===== src/monitor_pkg.sv =====
// Purpose: Shared constants and carrier types for the monitor alert logic.
// Assumes: One 50 MHz clock; registers are 8 bits wide.
// Notes:   Offsets are byte addresses of the management register port.
package monitor_pkg;

  localparam logic [7:0] ADDR_MAIN_CFG  = 8'h00;
  localparam logic [7:0] ADDR_PIN_FUNC  = 8'h01;
  localparam logic [7:0] ADDR_AUX_CFG   = 8'h07;
  localparam logic [7:0] ADDR_IO_CFG_A  = 8'h08;
  localparam logic [7:0] ADDR_IO_CFG_B  = 8'h09;
  localparam logic [7:0] ADDR_IO_CFG_C  = 8'h0a;
  localparam logic [7:0] ADDR_IO_CFG_D  = 8'h0b;
  localparam logic [7:0] ADDR_OH_LIM_A  = 8'h0d;
  localparam logic [7:0] ADDR_OH_LIM_B  = 8'h0e;
  localparam logic [7:0] ADDR_OH_LIM_C  = 8'h0f;
  localparam logic [7:0] ADDR_EV_MASK4  = 8'h1b;
  localparam logic [7:0] ADDR_IO_MASK_A = 8'h1c;
  localparam logic [7:0] ADDR_IO_MASK_B = 8'h1d;
  localparam logic [7:0] ADDR_EV_STAT4  = 8'h23;
  localparam logic [7:0] ADDR_IO_STAT_A = 8'h24;
  localparam logic [7:0] ADDR_IO_STAT_B = 8'h25;

  localparam int MCFG_ALERT_EN  = 1;
  localparam int MCFG_ALERT_CLR = 2;
  localparam int MCFG_OH_EN     = 4;
  localparam int MCFG_AFC_DAC   = 5;
  localparam int MCFG_AFC_PWM   = 6;
  localparam int MCFG_SOFT_RST  = 7;
  localparam int AUX_IO16_SEL   = 0;
  localparam int AUX_CI_CLR     = 1;
  localparam int AUX_IO16_DIR   = 6;
  localparam int AUX_IO16_POL   = 7;
  localparam int EV_TEMP        = 0;
  localparam int EV_OH          = 3;
  localparam int EV_AFC         = 4;
  localparam int EV_CI          = 6;
  localparam int EV_IO16        = 7;

  localparam logic [7:0] REG_RESET     = 8'h00;
  localparam logic [7:0] OH_LIM_RESET  = 8'h7f;
  localparam logic [8:0] OH_HYST       = 9'h005;
  localparam logic [1:0] LOCAL_T_WAIT  = 2'h2;
  localparam int         N_ANALOG      = 17;
  localparam logic [4:0] TEMP_IDX_A    = 5'h00;
  localparam logic [4:0] TEMP_IDX_B    = 5'h01;
  localparam logic [4:0] TEMP_IDX_C    = 5'h10;

  localparam int CLK_MHZ         = 50;
  localparam int RST_STRETCH_MS  = 180;
  localparam int RST_STRETCH_CYC = RST_STRETCH_MS * 1000 * CLK_MHZ;

  typedef struct packed {
    logic       valid;
    logic [4:0] index;
    logic [7:0] value;
    logic [7:0] high;
    logic [7:0] low;
  } meas_t;

  typedef struct packed {
    logic       valid;
    logic [2:0] index;
    logic [7:0] count;
    logic [7:0] limit;
  } fan_meas_t;

  typedef struct packed {
    logic [7:0] c;
    logic [7:0] b;
    logic [7:0] a;
  } temps_t;

endpackage


===== src/monitor_interrupt_and_io_logic.sv =====
// Purpose: Alert, io pin, overheat pin and rail reset logic of a monitor.
// Assumes: Measurement engines and register port share i_clk.
// Notes:   Pins other than the standby rail reset are open drain; o_*_oe high pulls the pin low.
// Behaviour
// - Shared fan pins become io pins when their select bit is set.
// - Pin sixteen is io when its select bit is one, else overheat pin.
// - Direction one means output; polarity one means active high.
// - Input pin status is read-only and shows the asserted input.
// - Output pin status is writable and drives the asserted level.
// - Mask bits hide io status; outputs auto-masked except pin sixteen.
// - Result out of limit when above high or at or below low.
// - Masked analog status ORed sets a latch feeding the alert.
// - Cleared analog latch stays off for two local temperature results.
// - Fan start or stop under auto control flags once, clears at monitor cycle end or status read.
// - Overheat change flags status and the offending channel bit.
// - Masked fan status latches; once cleared waits a fan cycle.
// - Io inputs are unlatched alert sources; intrusion holds until its clear bit.
// - Alert enabled only with enable bit high and clear bit low.
// - Status read, alert response or clear bit clear every alert source but io and intrusion.
// - Exceeded limit drives overheat pin low and forces cooling.
// - Overheat status sets even with the overheat output disabled.
// - Overheat releases only when all temperatures are 5 below limit.
// - Overheat raises the alert once per change of state.
// - External low on the overheat pin forces cooling full scale.
// - Rail resets release 180 ms after their supply, main after standby.
// - Main reset pin pulled low reloads register defaults.
`timescale 1ns/10ps
module monitor_interrupt_and_io_logic #(
  parameter int unsigned RST_CYCLES = monitor_pkg::RST_STRETCH_CYC
) (
  input  wire logic                  i_clk,
  input  wire logic                  i_sys_rst,
  input  wire logic [7:0]            i_reg_addr,
  input  wire logic                  i_reg_wr,
  input  wire logic                  i_reg_rd,
  input  wire logic [7:0]            i_reg_wdata,
  output logic      [7:0]            o_reg_rdata,
  input  wire logic [16:0]           i_io_pin,
  output logic      [16:0]           o_io_out,
  output logic      [16:0]           o_io_oe,
  input  wire monitor_pkg::meas_t    i_meas,
  input  wire monitor_pkg::fan_meas_t i_fan,
  input  wire monitor_pkg::temps_t   i_temps,
  input  wire logic [15:0]           i_analog_mask,
  input  wire logic [7:0]            i_fan_mask,
  input  wire logic                  i_local_temp_done,
  input  wire logic                  i_monitor_cycle_end,
  input  wire logic                  i_fan_cycle_end,
  input  wire logic                  i_fan_start_stop,
  input  wire logic                  i_status1_read,
  input  wire logic                  i_alert_response,
  input  wire logic                  i_intrusion_in,
  input  wire logic                  i_main_good,
  input  wire logic                  i_stby_good,
  input  wire logic                  i_main_rail_reset_n,
  output logic                       o_main_rail_reset_n_out,
  output logic                       o_main_rail_reset_n_oe,
  output logic                       o_standby_rail_reset_n,
  output logic                       o_alert_n_out,
  output logic                       o_alert_n_oe,
  output logic                       o_cooling_full,
  output logic [16:0]                o_analog_status,
  output logic [7:0]                 o_fan_status,
  output logic [7:0]                 o_tach_select
);

  logic [7:0]  main_cfg_reg;
  logic [7:0]  pin_func_reg;
  logic [7:0]  aux_reg;
  logic [7:0]  io_cfg_reg [4];
  logic [7:0]  oh_lim_reg [3];
  logic [7:0]  ev_mask4_reg;
  logic [7:0]  io_mask_a_reg;
  logic [7:0]  io_mask_b_reg;
  logic [20:0] sync1_reg;
  logic [20:0] sync2_reg;
  logic [16:0] pin_sync;
  logic [16:0] io_dir;
  logic [16:0] io_pol;
  logic [16:0] io_gpio;
  logic [16:0] io_st;
  logic [16:0] io_wen;
  logic [16:0] io_wval;
  logic [16:0] auto_mask;
  logic [16:0] an_st_reg;
  logic [7:0]  fan_st_reg;
  logic [1:0]  an_block_reg;
  logic        fan_block_reg;
  logic        an_latch_reg;
  logic        fan_latch_reg;
  logic        oh_reg;
  logic        oh_prev_reg;
  logic        ev_oh_reg;
  logic        ev_afc_reg;
  logic        ev_ci_reg;
  logic        afc_alert_reg;
  logic        overheat_pin_alert_reg;
  logic        soft_rst;
  logic        clear_evt;
  logic        oh_change;
  logic        oh_drive;
  logic        afc_evt;
  logic        io_src;
  logic        ci_src;
  logic        alert_active;
  logic        stby_rel;
  logic        main_rel;
  logic [2:0]  exc;
  logic [2:0]  below;
  logic [7:0]  ev_stat4;
  logic [7:0]  temp_v [3];

  function automatic logic io_level(input logic pol, input logic v);
    io_level = pol ? v : ~v;
  endfunction

  always_ff @(posedge i_clk or posedge i_sys_rst) begin
    if (i_sys_rst) begin
      sync1_reg <= '0;
      sync2_reg <= '0;
    end else begin
      sync1_reg <= {i_main_rail_reset_n, i_intrusion_in, i_stby_good,
                    i_main_good, i_io_pin};
      sync2_reg <= sync1_reg;
    end
  end

  assign pin_sync = sync2_reg[16:0];
  assign soft_rst = main_cfg_reg[monitor_pkg::MCFG_SOFT_RST]
                  | ~sync2_reg[20];
  assign clear_evt = i_status1_read | i_alert_response
                   | main_cfg_reg[monitor_pkg::MCFG_ALERT_CLR];

  always_ff @(posedge i_clk or posedge i_sys_rst) begin
    if (i_sys_rst) begin
      main_cfg_reg  <= monitor_pkg::REG_RESET;
      pin_func_reg  <= monitor_pkg::REG_RESET;
      aux_reg       <= monitor_pkg::REG_RESET;
      io_cfg_reg    <= '{default: monitor_pkg::REG_RESET};
      oh_lim_reg    <= '{default: monitor_pkg::OH_LIM_RESET};
      ev_mask4_reg  <= monitor_pkg::REG_RESET;
      io_mask_a_reg <= monitor_pkg::REG_RESET;
      io_mask_b_reg <= monitor_pkg::REG_RESET;
    end else if (soft_rst) begin
      main_cfg_reg  <= monitor_pkg::REG_RESET;
      pin_func_reg  <= monitor_pkg::REG_RESET;
      aux_reg       <= monitor_pkg::REG_RESET;
      io_cfg_reg    <= '{default: monitor_pkg::REG_RESET};
      oh_lim_reg    <= '{default: monitor_pkg::OH_LIM_RESET};
      ev_mask4_reg  <= monitor_pkg::REG_RESET;
      io_mask_a_reg <= monitor_pkg::REG_RESET;
      io_mask_b_reg <= monitor_pkg::REG_RESET;
    end else if (i_reg_wr) begin
      case (i_reg_addr)
        monitor_pkg::ADDR_MAIN_CFG:  main_cfg_reg  <= i_reg_wdata;
        monitor_pkg::ADDR_PIN_FUNC:  pin_func_reg  <= i_reg_wdata;
        monitor_pkg::ADDR_AUX_CFG:   aux_reg       <= i_reg_wdata;
        monitor_pkg::ADDR_IO_CFG_A:  io_cfg_reg[0] <= i_reg_wdata;
        monitor_pkg::ADDR_IO_CFG_B:  io_cfg_reg[1] <= i_reg_wdata;
        monitor_pkg::ADDR_IO_CFG_C:  io_cfg_reg[2] <= i_reg_wdata;
        monitor_pkg::ADDR_IO_CFG_D:  io_cfg_reg[3] <= i_reg_wdata;
        monitor_pkg::ADDR_OH_LIM_A:  oh_lim_reg[0] <= i_reg_wdata;
        monitor_pkg::ADDR_OH_LIM_B:  oh_lim_reg[1] <= i_reg_wdata;
        monitor_pkg::ADDR_OH_LIM_C:  oh_lim_reg[2] <= i_reg_wdata;
        monitor_pkg::ADDR_EV_MASK4:  ev_mask4_reg  <= i_reg_wdata;
        monitor_pkg::ADDR_IO_MASK_A: io_mask_a_reg <= i_reg_wdata;
        monitor_pkg::ADDR_IO_MASK_B: io_mask_b_reg <= i_reg_wdata;
        default: ;
      endcase
    end
  end

  assign io_wen[7:0]  = {8{i_reg_wr && i_reg_addr == monitor_pkg::ADDR_IO_STAT_A}};
  assign io_wen[15:8] = {8{i_reg_wr && i_reg_addr == monitor_pkg::ADDR_IO_STAT_B}};
  assign io_wen[16]   = i_reg_wr && i_reg_addr == monitor_pkg::ADDR_EV_STAT4;
  assign io_wval      = {i_reg_wdata[monitor_pkg::EV_IO16], i_reg_wdata,
                         i_reg_wdata};

  for (genvar i = 0; i < 17; i++) begin : g_pin
    logic st_reg;
    if (i < 8) begin : g_shared
      assign io_gpio[i]   = pin_func_reg[i];
      assign io_dir[i]    = io_cfg_reg[i/4][2*(i%4)];
      assign io_pol[i]    = io_cfg_reg[i/4][2*(i%4)+1];
      assign auto_mask[i] = io_dir[i];
    end else if (i < 16) begin : g_fixed
      assign io_gpio[i]   = 1'b1;
      assign io_dir[i]    = io_cfg_reg[i/4][2*(i%4)];
      assign io_pol[i]    = io_cfg_reg[i/4][2*(i%4)+1];
      assign auto_mask[i] = io_dir[i];
    end else begin : g_sixteen
      assign io_gpio[i]   = aux_reg[monitor_pkg::AUX_IO16_SEL];
      assign io_dir[i]    = aux_reg[monitor_pkg::AUX_IO16_DIR];
      assign io_pol[i]    = aux_reg[monitor_pkg::AUX_IO16_POL];
      assign auto_mask[i] = 1'b0;
    end
    always_ff @(posedge i_clk or posedge i_sys_rst) begin
      if (i_sys_rst) begin
        st_reg <= 1'b0;
      end else if (soft_rst || !io_gpio[i]) begin
        st_reg <= 1'b0;
      end else if (!io_dir[i]) begin
        st_reg <= io_level(io_pol[i], pin_sync[i]);
      end else if (io_wen[i]) begin
        st_reg <= io_wval[i];
      end
    end
    assign io_st[i] = st_reg;
    if (i < 16) begin : g_drv
      assign o_io_oe[i] = io_gpio[i] & io_dir[i]
                        & ~io_level(io_pol[i], st_reg);
    end else begin : g_drv16
      assign o_io_oe[i] = io_gpio[i]
                        ? io_dir[i] & ~io_level(io_pol[i], st_reg)
                        : oh_drive;
    end
  end

  assign o_io_out = '0;
  assign o_tach_select = ~pin_func_reg;

  assign io_src = |(io_st & ~auto_mask
                    & ~{ev_mask4_reg[monitor_pkg::EV_IO16], io_mask_b_reg,
                        io_mask_a_reg});
  assign ci_src = ev_ci_reg & ~ev_mask4_reg[monitor_pkg::EV_CI];

  assign temp_v[0] = i_temps.a;
  assign temp_v[1] = i_temps.b;
  assign temp_v[2] = i_temps.c;
  for (genvar t = 0; t < 3; t++) begin : g_temp
    assign exc[t]   = temp_v[t] > oh_lim_reg[t];
    assign below[t] = ({1'b0, temp_v[t]} + monitor_pkg::OH_HYST)
                    <= {1'b0, oh_lim_reg[t]};
  end

  always_ff @(posedge i_clk or posedge i_sys_rst) begin
    if (i_sys_rst) begin
      oh_reg      <= 1'b0;
      oh_prev_reg <= 1'b0;
    end else begin
      oh_prev_reg <= oh_reg;
      if (|exc) begin
        oh_reg <= 1'b1;
      end else if (&below) begin
        oh_reg <= 1'b0;
      end
    end
  end

  assign oh_change = oh_reg ^ oh_prev_reg;
  assign oh_drive  = oh_reg & main_cfg_reg[monitor_pkg::MCFG_OH_EN]
                   & ~aux_reg[monitor_pkg::AUX_IO16_SEL];
  assign o_cooling_full = (oh_reg & main_cfg_reg[monitor_pkg::MCFG_OH_EN])
                        | (~aux_reg[monitor_pkg::AUX_IO16_SEL]
                           & ~pin_sync[16] & ~oh_drive);

  always_ff @(posedge i_clk or posedge i_sys_rst) begin
    if (i_sys_rst) begin
      an_st_reg <= '0;
    end else if (soft_rst) begin
      an_st_reg <= '0;
    end else begin
      if (i_meas.valid && i_meas.index < 5'(monitor_pkg::N_ANALOG)) begin
        an_st_reg[i_meas.index] <= (i_meas.value > i_meas.high)
                                 | (i_meas.value <= i_meas.low);
      end
      if (oh_change && exc[0]) an_st_reg[monitor_pkg::TEMP_IDX_A] <= 1'b1;
      if (oh_change && exc[1]) an_st_reg[monitor_pkg::TEMP_IDX_B] <= 1'b1;
      if (oh_change && exc[2]) an_st_reg[monitor_pkg::TEMP_IDX_C] <= 1'b1;
    end
  end

  always_ff @(posedge i_clk or posedge i_sys_rst) begin
    if (i_sys_rst) begin
      an_latch_reg <= 1'b0;
      an_block_reg <= '0;
    end else if (clear_evt) begin
      an_latch_reg <= 1'b0;
      an_block_reg <= monitor_pkg::LOCAL_T_WAIT;
    end else if (an_block_reg != 2'h0) begin
      if (i_local_temp_done) an_block_reg <= an_block_reg - 2'h1;
    end else if (|(an_st_reg & ~{ev_mask4_reg[monitor_pkg::EV_TEMP],
                                   i_analog_mask})) begin
      an_latch_reg <= 1'b1;
    end
  end

  always_ff @(posedge i_clk or posedge i_sys_rst) begin
    if (i_sys_rst) begin
      fan_st_reg <= '0;
    end else if (soft_rst) begin
      fan_st_reg <= '0;
    end else if (i_fan.valid) begin
      fan_st_reg[i_fan.index] <= i_fan.count > i_fan.limit;
    end
  end

  always_ff @(posedge i_clk or posedge i_sys_rst) begin
    if (i_sys_rst) begin
      fan_latch_reg <= 1'b0;
      fan_block_reg <= 1'b0;
    end else if (clear_evt) begin
      fan_latch_reg <= 1'b0;
      fan_block_reg <= 1'b1;
    end else if (fan_block_reg) begin
      fan_block_reg <= ~i_fan_cycle_end;
    end else if (|(fan_st_reg & ~i_fan_mask)) begin
      fan_latch_reg <= 1'b1;
    end
  end

  assign afc_evt = i_fan_start_stop
                 & (main_cfg_reg[monitor_pkg::MCFG_AFC_DAC]
                    | main_cfg_reg[monitor_pkg::MCFG_AFC_PWM]);

  always_ff @(posedge i_clk or posedge i_sys_rst) begin
    if (i_sys_rst) begin
      ev_afc_reg    <= 1'b0;
      afc_alert_reg <= 1'b0;
    end else begin
      if (afc_evt) begin
        ev_afc_reg <= 1'b1;
      end else if (i_monitor_cycle_end || i_status1_read) begin
        ev_afc_reg <= 1'b0;
      end
      if (afc_evt) begin
        afc_alert_reg <= 1'b1;
      end else if (clear_evt) begin
        afc_alert_reg <= 1'b0;
      end
    end
  end

  always_ff @(posedge i_clk or posedge i_sys_rst) begin
    if (i_sys_rst) begin
      ev_oh_reg       <= 1'b0;
      overheat_pin_alert_reg <= 1'b0;
    end else begin
      if (oh_change || (|exc)) begin
        ev_oh_reg <= 1'b1;
      end else if (i_status1_read) begin
        ev_oh_reg <= 1'b0;
      end
      if (oh_change) begin
        overheat_pin_alert_reg <= 1'b1;
      end else if (clear_evt) begin
        overheat_pin_alert_reg <= 1'b0;
      end
    end
  end

  always_ff @(posedge i_clk or posedge i_sys_rst) begin
    if (i_sys_rst) begin
      ev_ci_reg <= 1'b0;
    end else if (sync2_reg[19]) begin
      ev_ci_reg <= 1'b1;
    end else if (aux_reg[monitor_pkg::AUX_CI_CLR]) begin
      ev_ci_reg <= 1'b0;
    end
  end

  assign alert_active = an_latch_reg | fan_latch_reg | afc_alert_reg
                      | overheat_pin_alert_reg | io_src | ci_src;
  assign o_alert_n_out = 1'b0;
  assign o_alert_n_oe  = alert_active
                       & main_cfg_reg[monitor_pkg::MCFG_ALERT_EN]
                       & ~main_cfg_reg[monitor_pkg::MCFG_ALERT_CLR];

  assign ev_stat4 = {io_st[16], ev_ci_reg, 1'b0, ev_afc_reg, ev_oh_reg,
                     2'b00, an_st_reg[16]};
  assign o_analog_status = an_st_reg;
  assign o_fan_status    = fan_st_reg;

  always_ff @(posedge i_clk or posedge i_sys_rst) begin
    if (i_sys_rst) begin
      o_reg_rdata <= '0;
    end else if (i_reg_rd) begin
      case (i_reg_addr)
        monitor_pkg::ADDR_MAIN_CFG:  o_reg_rdata <= main_cfg_reg;
        monitor_pkg::ADDR_PIN_FUNC:  o_reg_rdata <= pin_func_reg;
        monitor_pkg::ADDR_AUX_CFG:   o_reg_rdata <= aux_reg;
        monitor_pkg::ADDR_IO_CFG_A:  o_reg_rdata <= io_cfg_reg[0];
        monitor_pkg::ADDR_IO_CFG_B:  o_reg_rdata <= io_cfg_reg[1];
        monitor_pkg::ADDR_IO_CFG_C:  o_reg_rdata <= io_cfg_reg[2];
        monitor_pkg::ADDR_IO_CFG_D:  o_reg_rdata <= io_cfg_reg[3];
        monitor_pkg::ADDR_OH_LIM_A:  o_reg_rdata <= oh_lim_reg[0];
        monitor_pkg::ADDR_OH_LIM_B:  o_reg_rdata <= oh_lim_reg[1];
        monitor_pkg::ADDR_OH_LIM_C:  o_reg_rdata <= oh_lim_reg[2];
        monitor_pkg::ADDR_EV_MASK4:  o_reg_rdata <= ev_mask4_reg;
        monitor_pkg::ADDR_IO_MASK_A: o_reg_rdata <= io_mask_a_reg;
        monitor_pkg::ADDR_IO_MASK_B: o_reg_rdata <= io_mask_b_reg;
        monitor_pkg::ADDR_EV_STAT4:  o_reg_rdata <= ev_stat4;
        monitor_pkg::ADDR_IO_STAT_A: o_reg_rdata <= io_st[7:0];
        monitor_pkg::ADDR_IO_STAT_B: o_reg_rdata <= io_st[15:8];
        default:                     o_reg_rdata <= '0;
      endcase
    end
  end

  rail_stretch_timer #(.CYCLES(RST_CYCLES)) u_stby_timer (
    .i_clk     (i_clk),
    .i_sys_rst (i_sys_rst),
    .i_enable  (sync2_reg[18]),
    .o_release (stby_rel)
  );

  rail_stretch_timer #(.CYCLES(RST_CYCLES)) u_main_timer (
    .i_clk     (i_clk),
    .i_sys_rst (i_sys_rst),
    .i_enable  (sync2_reg[17] & stby_rel),
    .o_release (main_rel)
  );

  assign o_standby_rail_reset_n  = stby_rel;
  assign o_main_rail_reset_n_out = 1'b0;
  assign o_main_rail_reset_n_oe  = ~(main_rel & stby_rel);
endmodule


===== src/rail_stretch_timer.sv =====
// Purpose: Holds a reset release back until its enable has stood long enough.
// Assumes: Enable is synchronous to i_clk.
// Notes:   Dropping the enable restarts the count and reasserts reset.
`timescale 1ns/10ps
module rail_stretch_timer #(
  parameter int unsigned CYCLES = monitor_pkg::RST_STRETCH_CYC
) (
  input  wire logic i_clk,
  input  wire logic i_sys_rst,
  input  wire logic i_enable,
  output logic      o_release
);
  localparam int unsigned CW = $clog2(CYCLES + 1);
  localparam logic [CW-1:0] LAST = CW'(CYCLES - 1);

  logic [CW-1:0] count_reg;

  always_ff @(posedge i_clk or posedge i_sys_rst) begin
    if (i_sys_rst) begin
      count_reg <= '0;
      o_release <= 1'b0;
    end else if (!i_enable) begin
      count_reg <= '0;
      o_release <= 1'b0;
    end else if (!o_release) begin
      count_reg <= count_reg + 1'b1;
      o_release <= (count_reg == LAST);
    end
  end
endmodule


===== config.mk =====
export PLATFORM = sky130hd
export DESIGN_NAME = monitor_interrupt_and_io_logic
export DESIGN_NICKNAME = d
export VERILOG_FILES = /design/src/monitor_pkg.sv /design/src/monitor_interrupt_and_io_logic.sv /design/src/rail_stretch_timer.sv
export SDC_FILE = /design/constraint.sdc
export NUM_CORES = 1
export LEC_CHECK = 0
export ABC_AREA = 0
export ABC_CLOCK_PERIOD_IN_PS = 9690
export BUFFER_PORTS_ARGS = -buffer_cell sky130_fd_sc_hd__buf_2
export CORE_MARGIN = 2
export CORE_UTILIZATION = 50
export CTS_CLUSTER_DIAMETER = 100
export DETAILED_ROUTE_END_ITERATION = 16
export PLACE_DENSITY_LB_ADDON = 0.05
export SLEW_MARGIN = 30
export SYNTH_ARGS = -nofsm -noshare
export SYNTH_HDL_FRONTEND = slang
export SYNTH_SLANG_ARGS = --single-unit

===== constraint.sdc =====
create_clock -name i_clk -period 9.69 [get_ports i_clk]
set_clock_uncertainty 0.05 [all_clocks]
set_input_delay 1.4535 -clock i_clk [delete_from_list [all_inputs] [get_ports i_clk]]
set_output_delay 1.4535 -clock i_clk [all_outputs]
set_load 0.02 [all_outputs]

==> flow_summary.yaml <==
run_status:
  run_status: "complete, no violations"
job:
  cap_violations: 0
global_route:
  grt_util_met3_pct: 3.50
  grt_max_degree: 138
  grt_pass1_vias: 12100
  grt_overflow_total: 0
  grt_pass1_wl_mm: 67.7
  antenna_found_initial: 0
  grtUsageMet2_pct: 45.2
  grt_util_met1_pct: 38.9
  grtUsageTotal_pct: 27.7
  top_usage_layer: "met2"
cts:
  clk_latency_ns: 0.56
  cts_buffer_depth: 3
  cts_resized: 0
  cts-htree-levels: 1
  clock-sinks: 258
  cts_buffers: 29
  ctsHoldBuffers: 0
  cts_setup_buffers: 0
  root_buffer: "clkbuf_16"
  cts_tree: "done"
  clkSlewWorstSetupHoldPaths_ns: 0.06
sta:
  tightest_slew_ns: 0.832
  slew_viol_final: 0
  setup_slack_ns: 5.32
  hold_ws_ns: 0.297
  period_share_pct: 45.1
  setup_violations: 0
  rsz0062_at_grt: "no"
  period_minus_slack_ns: 4.37
  slew_headroom_pct: 44.4
  max_freq_mhz: 229
  setup_tns_ns: 0
  finalHoldViolCount: 0
power_and_ir_drop:
  peakVddDrop_mv: 0.140
  leakagePower_nw: 8.02
  power_density_nw_per_um2: 146
synthesis:
  synth_cells: 1586
  synth-edff-count: 0
  yosys-top-cells-count: "dfrtp_1 (237), nand2_1 (147), nor2_1 (144)"
  synthXorXnorAreaFrac_pct: 5.80
  synth-compound-area-share_pct: 13.3
  muxShareOfSynthArea_pct: 5.73
  synthAdderAreaFrac_pct: 6.53
  synthArstFlopShare_pct: 100
  synth_top_family_by_area: "simple AND/OR/NAND/NOR gates"
  synth.area.top_cells: "dfrtp_1 (40%), ha_1 (6.5%), mux2i_1 (5.4%)"
  synth.most_common_cell: "dfrtp_1"
  syn_avg_cell_area_sq_um: 9.43
  ys_types: 80
  netlist_area_sq_um: 15000
  ys_seq_area_share_pct: 43.4
  synth-simple-area-share_pct: 19.6
  yosysWarnings: 0
  ys_seq_elements: 258
  synth_ff_type: "dfrtp_1"
  yosysTopAreaCellShare_pct: 39.7
  synth_top_area_cell: "dfrtp_1"
worst_setup_path:
  cp.arrival_ns: 2.86
  crit_path_end_kind: "output port"
  cp_max_fo: 2
  worstPathCellList: "nor4_1 -> o221ai_1 -> a221o_1 -> nor4_1 -> nor3b_1 -> buf_2"
  cpMaxStageDelayCell: "nor4_1"
  cp.required_ns: 8.19
  critPathMaxStageDelay_ns: 0.51
  critical_path_class: "flip-flop to output port"
  critPathMostFrequentCell: "nor4_1"
  r2r_cells: 8
  cp-start-kind: "flip-flop"
route:
  routedWlPerCell_um: 19.8
  via_per_inst: 5.74
  wl_mm: 43.2
  firstDrtPassIters: 5
  drc: 0
  via_count: 12500
  ant_nets: 0
  first_iter_violations: 944
floorplanning:
  dieArea_sq_um: 31300
  start_util_pct: 50.6
  die_y_um: 177
  core_sq_um: 29600
  num_rows: 63
  die_w_um: 177
  ios: 226
final_layout:
  fillCellCount: 2663
  drive_above_1_share_pct: 17.9
  area_delta_synth_final_pct: 15.0
  n_antenna_cell: 0
  layout.nets: 1986
placed_design:
  port-buffer-count: 206
  dp.final_hpwl_mm: 31.2
  place_congestion: 0.933
  place_ws_ns: 5.77
hold_path:
  hp-class: "flip-flop to flip-flop"
  hold_depth: 0
## path summary, 6_finish.rpt
check                                        from                    endpoint  slack [ns]
hold reg to reg                     sync1_reg[18]               sync2_reg[18]        0.30
setup / recovery           overheat_pin_alert_reg                o_alert_n_oe        5.32
hold / removal                      sync1_reg[18]               sync2_reg[18]        0.30
setup reg to reg                   oh_lim_reg[10]                      oh_reg        6.92
min in group asynchronous               i_sys_rst  u_stby_timer.count_reg[16]        0.95
max in group asynchronous               i_sys_rst               sync1_reg[13]        7.37
## area by class of cell
type,count,area [sq um],share of cell area (%)
timing repair buffer,215,1130,6.58
tap,390,488,2.84
inverter,94,365,2.12
multi-input combinational,1165,7710,44.8
clock inverter,14,180,1.05
clock buffer,40,837,4.87
sequential,258,6480,37.7
## metal layers
layer | vias up | routed length, um
met2 | 433 | 20100
li1 | 5922 | -
met5 | - | 0
met4 | 0 | 1190
met1 | 6054 | 19100
met3 | 86 | 2740
## cell usage in the layout (no fill, tap or decap), types with 21 or more instances in the layout
cell type / count
a21oi_1: 99
and2_1: 31
buf_2: 206
clkbuf_16: 29
dfrtp_1: 237
dfstp_2: 21
ha_1: 78
inv_1: 93
mux2i_1: 80
nand2_1: 147
nand3_1: 88
nor2_1: 143
nor2b_1: 24
o211ai_1: 26
o21ai_0: 44
xnor2_1: 52
xor2_1: 47
## stage by stage
step / utilization, % / std cells / cell area, sq um / total power, mW
after floorplan: - / 1604 / 15000 / 1.27
after global placement: 54.5 / 2120 / 16100 / 1.35
after detailed placement: 54.6 / 2121 / 16200 / 1.36
after CTS: 58.1 / 2175 / 17200 / 2.52
after global routing: 58.2 / 2176 / 17200 / 2.59
final: 58.2 / 2176 / 17200 / 2.50
## power breakdown
| group | switching (mW) | total [mW] | internal, mW | leakage [nW] |
|---|---|---|---|---|
| Clock | 0.454 | 1.16 | 0.708 | 0.505 |
| Combinational | 0.152 | 0.232 | 0.0806 | 4.13 |
| Sequential | 0.0131 | 1.11 | 1.09 | 3.39 |
## critical path, delay by kind of cell, from the launching register on
family | cells | cell delay [ns]
and+or+nand+nor | 3 | 1.08
DFF | 1 | 0.38
AOI/OAI and AO/OA | 2 | 0.64
buffers and inverters | 1 | 0.21
## logic make-up (layout without fill, tap and decap cells)
group           count (synthesis)  after routing
mux                            85             85
simple gates                  580            580
xor+xnor                       99             99
flops                         258            258
compound gates                304            304
buf+inv                       181            363
fa+ha+maj                      78             78
other cells                     1             19
Power figures use the tool's default switching activity.
